### src/rxhb_regs.svh
/*
 * register offsets, field positions and reset values of the receive-side
 * host buffer pointer registers.
 * assumes: included by the design file and the testbench, not by rxhb_pkg.sv; 16-bit host port.
 */
`ifndef RXHB_REGS_SVH
`define RXHB_REGS_SVH

// ****************************************************************
// register offsets (byte addresses on the host port)
// ****************************************************************
`define RXHB_OFF_ERR_LOC 12'h438
`define RXHB_OFF_ERR_WIDX 12'h43A
`define RXHB_OFF_ERR_RIDX 12'h43C
`define RXHB_OFF_PKT_LOC 12'h440
`define RXHB_OFF_PKT_RIDX 12'h442
`define RXHB_OFF_AGE_UP 12'h460
`define RXHB_OFF_STATUS 12'h400
`define RXHB_OFF_PULSE 12'h468

// ****************************************************************
// field positions and reset value
// ****************************************************************
`define RXHB_ERR_BASE_HI 8
`define RXHB_ERR_SIZE_LO 9
`define RXHB_ERR_SIZE_HI 11
`define RXHB_PKT_BASE_HI 6
`define RXHB_PKT_SIZE_LO 7
`define RXHB_PKT_SIZE_HI 8
`define RXHB_AGE_UP_HI 3
`define RXHB_ERR_PTR_HI 14
`define RXHB_STAT_PKT_OVF 0
`define RXHB_STAT_ERR_OVF 2
`define RXHB_PULSE_CELL 0
`define RXHB_RESET_VAL 16'h0000

// ****************************************************************
// buffer geometry: an error structure is 8 bytes, packet pointer in words
// ****************************************************************
`define RXHB_ERR_MIN_LOG2 9
`define RXHB_PKT_MIN_LOG2 13
`define RXHB_ERR_LOW_BITS 12
`define RXHB_PKT_LOW_BITS 14
`define RXHB_ADDR_HI 20
// above this log2 capacity a 16-bit word pointer has no spare wrap bit
`define RXHB_PTR_TOP_LOG2 5'h0F

`endif

### src/rxhb_pkg.sv
/*
 * types shared by the receive host buffer register block.
 * assumes: rxhb_regs.svh holds the numbers, this package holds types only.
 */
package rxhb_pkg;

    // host port request
    typedef struct packed {
        logic cs;
        logic wr;
        logic rd;
        logic [11:0] addr;
        logic [15:0] wdata;
    } rxhb_host_req_t;

    // whole register state of the block
    typedef struct packed {
        logic [15:0] err_loc;
        logic [14:0] err_widx;
        logic [14:0] err_ridx;
        logic [15:0] pkt_loc;
        logic [15:0] pkt_widx;
        logic [15:0] pkt_ridx;
        logic [15:0] age_up;
        logic err_ovf;
        logic pkt_ovf;
        logic cell_alarm;
        logic [15:0] rdata;
        logic err_full;
        logic pkt_full;
        logic [20:0] err_addr;
        logic [20:0] pkt_addr;
    } rxhb_state_t;

endpackage

### src/rxhb_regs.sv
/*
 * host-visible pointer registers for the error structure buffer and the
 * host-destined packet buffer, plus the upper part of the cell age limit.
 * assumes: host port is synchronous to i_clock; the receive path raises
 * one-cycle write strobes; the alarm request comes from the cell timer.
 */
`timescale 1ns/100ps
`include "rxhb_regs.svh"

module rxhb_regs
    import rxhb_pkg::*;
(
    input wire logic i_clock,
    input wire logic i_rst,
    input wire rxhb_host_req_t i_host,
    input wire logic i_err_wr,
    input wire logic i_pkt_wr,
    input wire logic i_cell_alarm_set,
    output logic [15:0] o_rdata,
    output logic [20:0] o_err_addr,
    output logic [20:0] o_pkt_addr,
    output logic o_err_full,
    output logic o_pkt_full,
    output logic [3:0] o_cell_age_limit_upper,
    output logic o_cell_alarm
);

    rxhb_state_t s_q;
    rxhb_state_t s_d;

    // ****************************************************************
    // pointer helpers
    // ****************************************************************

    // mask for a pointer that wraps at twice capacity: bits 0..lg kept
    function automatic logic [15:0] wrap_mask(input logic [4:0] lg);
        wrap_mask = 16'((18'h1 << (lg + 5'h01)) - 18'h1);
    endfunction

    // mask of the in-buffer part of a pointer, capacity 2**lg entries
    function automatic logic [15:0] cap_mask(input logic [4:0] lg);
        cap_mask = 16'((18'h1 << lg) - 18'h1);
    endfunction

    // full when pointers differ only in the wrap bit at position lg;
    // limitation: the largest packet buffer leaves a 16-bit pointer no spare
    // bit, so there one word stays free and full is flagged one step early
    function automatic logic is_full(input logic [15:0] w, input logic [15:0] r,
                                     input logic [4:0] lg);
        if (lg > `RXHB_PTR_TOP_LOG2) begin
            is_full = (w + 16'h0001) == r;
        end else begin
            is_full = ((w ^ r) & wrap_mask(lg)) == 16'(18'h1 << lg);
        end
    endfunction

    logic [4:0] err_lg;
    logic [4:0] pkt_lg;
    logic wr_hit;

    // ****************************************************************
    // next state
    // ****************************************************************
    always_comb begin
        s_d = s_q;
        // size decode
        // entries are 8-byte structures, so 4 KB holds 512
        err_lg = 5'(`RXHB_ERR_MIN_LOG2)
               + {2'b00, s_q.err_loc[`RXHB_ERR_SIZE_HI:`RXHB_ERR_SIZE_LO]};
        // size decode; the largest size needs a fifth bit of lg
        pkt_lg = 5'(`RXHB_PKT_MIN_LOG2)
               + {3'b000, s_q.pkt_loc[`RXHB_PKT_SIZE_HI:`RXHB_PKT_SIZE_LO]};
        wr_hit = i_host.cs & i_host.wr;
        s_d.err_full = is_full({1'b0, s_q.err_widx}, {1'b0, s_q.err_ridx}, err_lg);
        s_d.pkt_full = is_full(s_q.pkt_widx, s_q.pkt_ridx, pkt_lg);
        // advance and wrap, write refused while full
        if (i_err_wr) begin
            if (s_d.err_full) begin
                s_d.err_ovf = 1'b1;
            end else begin
                s_d.err_widx = 15'(({1'b0, s_q.err_widx} + 16'h1) & wrap_mask(err_lg));
            end
        end
        if (i_pkt_wr) begin
            if (s_d.pkt_full) begin
                s_d.pkt_ovf = 1'b1;
            end else begin
                s_d.pkt_widx = (s_q.pkt_widx + 16'h1) & wrap_mask(pkt_lg);
            end
        end
        // host writes; reserved bits are stored as written, except bit 15 of the error read index
        if (wr_hit) begin
            unique case (i_host.addr)
                `RXHB_OFF_ERR_LOC: s_d.err_loc = i_host.wdata;
                `RXHB_OFF_ERR_RIDX: s_d.err_ridx = i_host.wdata[`RXHB_ERR_PTR_HI:0];
                `RXHB_OFF_PKT_LOC: s_d.pkt_loc = i_host.wdata;
                `RXHB_OFF_PKT_RIDX: s_d.pkt_ridx = i_host.wdata;
                `RXHB_OFF_AGE_UP: s_d.age_up = i_host.wdata;
                default: ;
            endcase
        end
        // alarm clear strobe; a new alarm in the same cycle wins
        if (wr_hit && i_host.addr == `RXHB_OFF_PULSE && i_host.wdata[`RXHB_PULSE_CELL]) begin
            s_d.cell_alarm = 1'b0;
        end
        if (i_cell_alarm_set) begin
            s_d.cell_alarm = 1'b1;
        end
        // read mux; unmapped addresses read zero
        s_d.rdata = `RXHB_RESET_VAL;
        if (i_host.cs && i_host.rd) begin
            unique case (i_host.addr)
                `RXHB_OFF_ERR_LOC: s_d.rdata = s_q.err_loc;
                `RXHB_OFF_ERR_WIDX: s_d.rdata = {1'b0, s_q.err_widx};
                `RXHB_OFF_ERR_RIDX: s_d.rdata = {1'b0, s_q.err_ridx};
                `RXHB_OFF_PKT_LOC: s_d.rdata = s_q.pkt_loc;
                `RXHB_OFF_PKT_RIDX: s_d.rdata = s_q.pkt_ridx;
                `RXHB_OFF_AGE_UP: s_d.rdata = s_q.age_up;
                `RXHB_OFF_STATUS: begin
                    s_d.rdata[`RXHB_STAT_ERR_OVF] = s_q.err_ovf;
                    s_d.rdata[`RXHB_STAT_PKT_OVF] = s_q.pkt_ovf;
                end
                default: s_d.rdata = `RXHB_RESET_VAL;
            endcase
        end
        // error buffer address: 8-byte slot within 4 KB-aligned base
        s_d.err_addr = {s_q.err_loc[`RXHB_ERR_BASE_HI:0], {`RXHB_ERR_LOW_BITS{1'b0}}}
                     + 21'({s_q.err_widx & 15'(cap_mask(err_lg)), 3'b000});
        // packet buffer address: word pointer, 16 KB-aligned base
        s_d.pkt_addr = {s_q.pkt_loc[`RXHB_PKT_BASE_HI:0], {`RXHB_PKT_LOW_BITS{1'b0}}}
                     + 21'({s_q.pkt_widx & cap_mask(pkt_lg), 1'b0});
    end

    // state register; overflow flags are sticky until reset
    always_ff @(posedge i_clock or posedge i_rst) begin
        if (i_rst) begin
            s_q <= '0;
        end else begin
            s_q <= s_d;
        end
    end

    // outputs straight from flip-flops
    assign o_rdata = s_q.rdata;
    assign o_err_addr = s_q.err_addr;
    assign o_pkt_addr = s_q.pkt_addr;
    assign o_err_full = s_q.err_full;
    assign o_pkt_full = s_q.pkt_full;
    assign o_cell_age_limit_upper = s_q.age_up[`RXHB_AGE_UP_HI:0];
    assign o_cell_alarm = s_q.cell_alarm;
endmodule

### config.mk
export PLATFORM = sky130hd
export DESIGN_NAME = rxhb_regs
export DESIGN_NICKNAME = d
export VERILOG_FILES = /design/src/rxhb_pkg.sv /design/src/rxhb_regs.sv
export VERILOG_INCLUDE_DIRS = /design/src
export SDC_FILE = /design/constraint.sdc
export NUM_CORES = 1
export LEC_CHECK = 0
export ABC_CLOCK_PERIOD_IN_PS = 14200
export BUFFER_PORTS_ARGS = -buffer_cell sky130_fd_sc_hd__buf_2
export CAP_MARGIN = 25
export CORE_ASPECT_RATIO = 0.6
export CORE_MARGIN = 4
export CORE_UTILIZATION = 30
export DETAILED_ROUTE_END_ITERATION = 8
export PLACE_DENSITY = 0.51
export SLEW_MARGIN = 10
export SYNTH_ARGS = -nofsm -noshare
export SYNTH_HDL_FRONTEND = slang
export SYNTH_SLANG_ARGS = --single-unit
### constraint.sdc
create_clock -name i_clock -period 14.2 [get_ports i_clock]
set_input_delay 1.42 -clock i_clock [delete_from_list [all_inputs] [get_ports i_clock]]
set_output_delay 1.42 -clock i_clock [all_outputs]
set_load 0.1 [all_outputs]
# After elaboration in Yosys (flattened, before gate mapping)
# Cells that the tools add are included.
# Widths: inputs -> output; s select.
[op_classes]
shifts = 4
n_mux = 9
bitwise = 11
n_reduce_logical = 13
order_cmp = 2
eq_ne = 12
add_sub_neg = 12
[op_table]
columns = ["cell", "count"]
rows = [
  ["$eq 12x11->1 const B", 8],
  ["$pmux 13 s6", 1],
  ["$shl 1x5->16 const A", 4],
  ["$and 16x16->16", 3],
  ["$eq 16x16->1", 3],
  ["$sub 16x1->16 const B", 3],
  ["$and 15x15->15", 2],
  ["$add 21x17->21", 1],
  ["$add 21x18->21", 1],
  ["$reduce_and 2->1", 9],
  ["$add 15x1->16 const B", 1],
  ["$add 16x1->16 const B", 1],
  ["$and 15x16->16", 1],
  ["$eq 16x15->1", 1],
  ["$mux 16", 1],
  ["$xor 16x16->16", 1],
  ["$sub 15x1->15 const B", 1],
  ["$xor 15x15->15", 1],
  ["$pmux 1 s7", 2],
  ["$add 5x1->5 const B", 2],
  ["$gt 5x4->1 const B", 2],
  ["$pmux 1 s6", 1],
  ["$add 4x2->5 const A", 1],
  ["$add 4x3->5 const A", 1],
  ["other kinds (5)", 11],
]
[totals]
word_cells = 78
in_bits = 36
out_inout_bits = 65
register_bits = 173

# Logic depth before layout (Yosys ltp)
[depth]
ltp_word = 9
ltp_mapped = 22
depth_no_buf = 18

# Least setup slack after synthesis
# No wires, ideal clock.
[synth_timing]
path_kind = "input to register"
start = "input i_host[23] (netlist name)"
end = "register s_q[157] (netlist name)"
arrival_time_ns = 3.491
setup_time_ns = 0.125
slack_ns = 10.584
cell_stages = 8
n_path_buf = 2
path_cell_list = "nor4_1 -> nand2_1 -> or3_1 -> nor3_1 -> and3_1 -> buf_2 -> buf_2 -> mux2_2"
[synth_between]
elab_chain_cells = 2
[synth_lines]
columns = ["element", "line", "text"]
rows = [
  ["start: declaration", "rxhb_regs.sv:15", "input wire rxhb_host_req_t i_host,"],
  ["$eq 12x11->1", "rxhb_regs.sv:93", "unique case (i_host.addr)"],
  ["$reduce_and 2->1 (no source line)", "-", ""],
  ["end signal: assignment", "rxhb_regs.sv:137", "s_q <= '0;"],
  ["end signal: assignment", "rxhb_regs.sv:139", "s_q <= s_d;"],
  ["end: declaration", "rxhb_regs.sv:28", "rxhb_state_t s_q;"],
]
# Every way passes these cells.
# A chain may end at the register's enable or synchronous reset.

# Worst setup path in the final report
[layout_timing]
start = "register s_q[167] (netlist name)"
end = "register s_q[143] (netlist name)"
[layout_between]
elab_chain_cells = 9
elab_cells_between_ends = 12
classes_between = "3 x add/sub; 1 x order compare; 1 x eq/ne; 2 x shift; 1 x mux; 3 x bitwise; 1 x reduce/logical"
[layout_lines]
columns = ["element", "line", "text"]
rows = [
  ["$add 4x3->5 *", "rxhb_regs.sv:68", "err_lg = 5'(`RXHB_ERR_MIN_LOG2)"],
  ["$add 5x1->5", "rxhb_regs.sv:37", "wrap_mask = 16'((18'h1 << (lg + 5'h01)) - 18'h1);"],
  ["$shl 1x5->16", "rxhb_regs.sv:37", ""],
  ["$sub 16x1->16", "rxhb_regs.sv:37", ""],
  ["$and 15x16->16", "rxhb_regs.sv:53", "is_full = ((w ^ r) & wrap_mask(lg)) == 16'(18'h1 << lg);"],
  ["$eq 16x16->1", "rxhb_regs.sv:53", ""],
  ["$mux 1", "rxhb_regs.sv:50", "if (lg > `RXHB_PTR_TOP_LOG2) begin"],
  ["$not 1->1 (no source line)", "-", ""],
  ["$reduce_and 2->1 (no source line)", "-", ""],
]
# Mark *: on every way between the ends. The rest lies on a longest branch, timed or not.

==> flow_summary.ini <==
[synthesis]
synth_top_area_share = 0.398
synth_ff_type = dfrtp_1
synthCells = 1097
synth.ff_latch_count = 169
synth_area_leaders = dfrtp_1 (40%), mux2_2 (9.4%), buf_4 (4.8%)
synth_edf_count = 0
yosysUniqueCellTypes = 85
yosysWarnings = 0
async_reset_ff_frac = 1.00
avgSynthCellArea_sq_um = 9.68
yosysSeqAreaShare = 0.398
synth_area_sq_mm = 0.0106
synth.largest_area_cell = dfrtp_1

[die]
die_h_microns = 154
initial_core_util = 0.304
core_sq_mm = 0.0349
rows = 53
num_io_pins = 101
dieArea_sq_mm = 0.0386
die_x_microns = 251

[pwr]
power_mw = 1.24
p_leak_nw = 5.13
peakVddDrop_mv = 0.0833
powerDensity_mw_per_mm2 = 107

[drt]
vias_per_cell = 5.39
num_vias = 8490
drtAntennaViolNets = 0
route.detailed.drc = 0
wl_per_cell_microns = 22.0
drt_wl_total_mm = 34.7
drt_iter0_drc = 1084
dr.pass1.iters = 6

[final_layout]
stdcell_count = 1576
syn2layout_area_growth_pct = 9.21
nFillCells = 3573
layout-drive-gt1-share = 0.224
final_nets = 1159
finish.utilization = 0.332

[sta]
fin_crit_sh = 0.310
skew_ns = 0.00905
finalCriticalPeriod_ns = 4.41
rsz0062_at_grt = no
finalMaxSlewViolations = 0
fin_setup_tns_ns = 0
slew_headroom = 0.382
tightest_slew_ns = 0.926
setup_violations = 0
fmax_ghz = 0.227
final_hold_viol_count = 0

[global_routing]
use_met1 = 0.288
top_usage_layer = met1
overflow = 0
grt_util_met2 = 0.220
global_route.usage.met3 = 0.0617
track_usage = 0.177
grt_pass1_vias = 7993
antenna_found_initial = 1
grt_pass1_wl_mm = 52.2
grt_max_degree = 77

[worst_setup_path]
max_stage_delay_ns = 0.89
regToRegSetupSlack_ns = 9.79
critPathBufInv = 2
critPathRequiredTime_ns = 14.52
path_cells = inv_1 -> ha_1 -> nor4b_1 -> nor4_1 -> mux2_2 -> xor2_1 -> o31a_1 -> a32oi_1 -> buf_4 -> o21a_1 -> mux2_1
critPathSlowestCell = dfrtp_1
crit_arrival_ns = 4.73
crit_path_max_fanout = 26
start_kind = register
crit_type = reg -> reg
critical-path-top-delay-family = flip-flops
critPathCaptureType = register

[clock_tree]
post_cts_buffers = 0
ctsResizeCount = 0
ctsHoldBuffers = 0
clk_path_buf_depth = 2
cts_tree = built
clockRootBuffer = clkbuf_16
cts_made_buffers = 17
cts.sinks = 169
clk_pin_slew_ns = 0.07
clk_latency_ns = 0.44
cts_max_level = 4

[place]
dpl.hpwl_mm = 26.1
gp_congestion = 0.958
place_inst = 1544
io_buffers = 96

[flow_run]
maxCapViolCount = 0

[hold_path]
hold_path_class = reg -> reg

[status]
status = complete, no violations
==> registers in the layout (all words and copies together), names as in the netlist <==
| signal | flops |
|---|---|
| s_q | 108 |
| o_rdata | 16 |
| o_pkt_addr | 20 |
| o_cell_age_limit_upper | 4 |
| o_cell_alarm | 1 |
| o_err_addr | 18 |
| o_err_full | 1 |
| o_pkt_full | 1 |
==> cells by family after synthesis <==
logic type                 share of synthesized area
AOI/OAI and AO/OA                              0.143
other                                       0.000707
buffers and inverters                         0.0847
xor gates and xnor gates                      0.0578
and+or+nand+nor                                0.184
adders and majority gates                     0.0321
DFF                                            0.398
muxes                                         0.0998
==> Yosys cell counts (6+ instances only) <==
cell      count
nand4_1      10
xor2_1       23
nor3b_1       8
a31oi_1      20
nor2b_1      25
dfrtp_1     169
or3_1         7
nand2_1     100
a211oi_1      6
mux2_2       89
ha_1         24
a21o_1        7
o41ai_1       6
buf_4        68
a21oi_1      22
nor2_1       63
a222oi_1     16
inv_1        23
xnor2_1      47
o211ai_1     10
nor3_1       31
nand3_1      27
clkbuf_1     36
o21ai_0      50
buf_2        24
and3_1       16
o21a_1        8
and2_1       18
nor4_1       12
or4_1         6
nand2b_1      9
==> metrics by stage <==
stage | setup slack [ns] | hold slack (ns) | area [sq um]
2_1_floorplan | 8.20 | 0.429 | 10600
3_3_place_gp | 9.79 | 0.460 | 11000
4_1_cts | 9.95 | 0.491 | 11600
6_report | 9.79 | 0.488 | 11600
5_1_grt | 9.51 | 0.522 | 11600
3_5_place_dp | 9.72 | 0.475 | 11000
==> final cells by class <==
cell class / count / area [sq um] / area share
inverter: 25 / 98.8 / 0.00853
timing repair buffer: 106 / 573 / 0.0494
clock buffer: 18 / 439 / 0.0379
multi-input combinational: 778 / 5520 / 0.476
clock inverter: 12 / 143 / 0.0123
antenna: 1 / 2.50 / 0.000216
tap: 467 / 584 / 0.0504
sequential: 169 / 4230 / 0.365
==> metal layers <==
layer  vias to the layer above  part of all wire
met5                         -           0.00020
met4                         2            0.0076
met3                        16              0.10
met2                       369              0.38
met1                      4221              0.51
li1                       3882                 -
==> cell usage in the layout (no fill, tap or decap), drive strengths merged, types with 5 or more instances in the layout <==
cell and n:
a222oi 16, dfrtp 169, o211ai 11, inv 28, conb 9, clkbuf 18, o21a 8, o21ai 55
nor2b 25, o41ai 7, buf 106, a22oi 5, nor2 64, ha 24, a21oi 22, xnor2 47
and2 18, nor3b 8, nor3 31, mux2 92, a21o 7, nand3 29, nor4 14, nand4 11
o22ai 5, xor2 23, and3 16, a211oi 6, or4 6, a31oi 20, and4 5, nand2 100
nand2b 9, or3 8
==> path summary, 6_finish.rpt <==
path,startpoint,end,cells after the start
setup / recovery,s_q[167]$_DFFE_PP0P_,s_q[143]$_DFFE_PP0P_,11
hold reg to reg,o_cell_alarm$_DFFE_PP0P_,o_cell_alarm$_DFFE_PP0P_,1
hold / removal,o_cell_alarm$_DFFE_PP0P_,o_cell_alarm$_DFFE_PP0P_,1
min in group asynchronous,i_rst,o_pkt_addr[13]$_DFF_PP0_,2
max in group asynchronous,i_rst,s_q[93]$_DFFE_PP0P_,3
setup reg to reg,s_q[167]$_DFFE_PP0P_,s_q[143]$_DFFE_PP0P_,11
==> where the power goes <==
group / internal, mW / total [mW] / leakage [nW] / switching, mW
Clock: 0.264 / 0.472 / 0.277 / 0.207
Combinational: 0.0612 / 0.224 / 2.60 / 0.162
Sequential: 0.501 / 0.541 / 2.25 / 0.0406
Power figures use the tool's default switching activity.
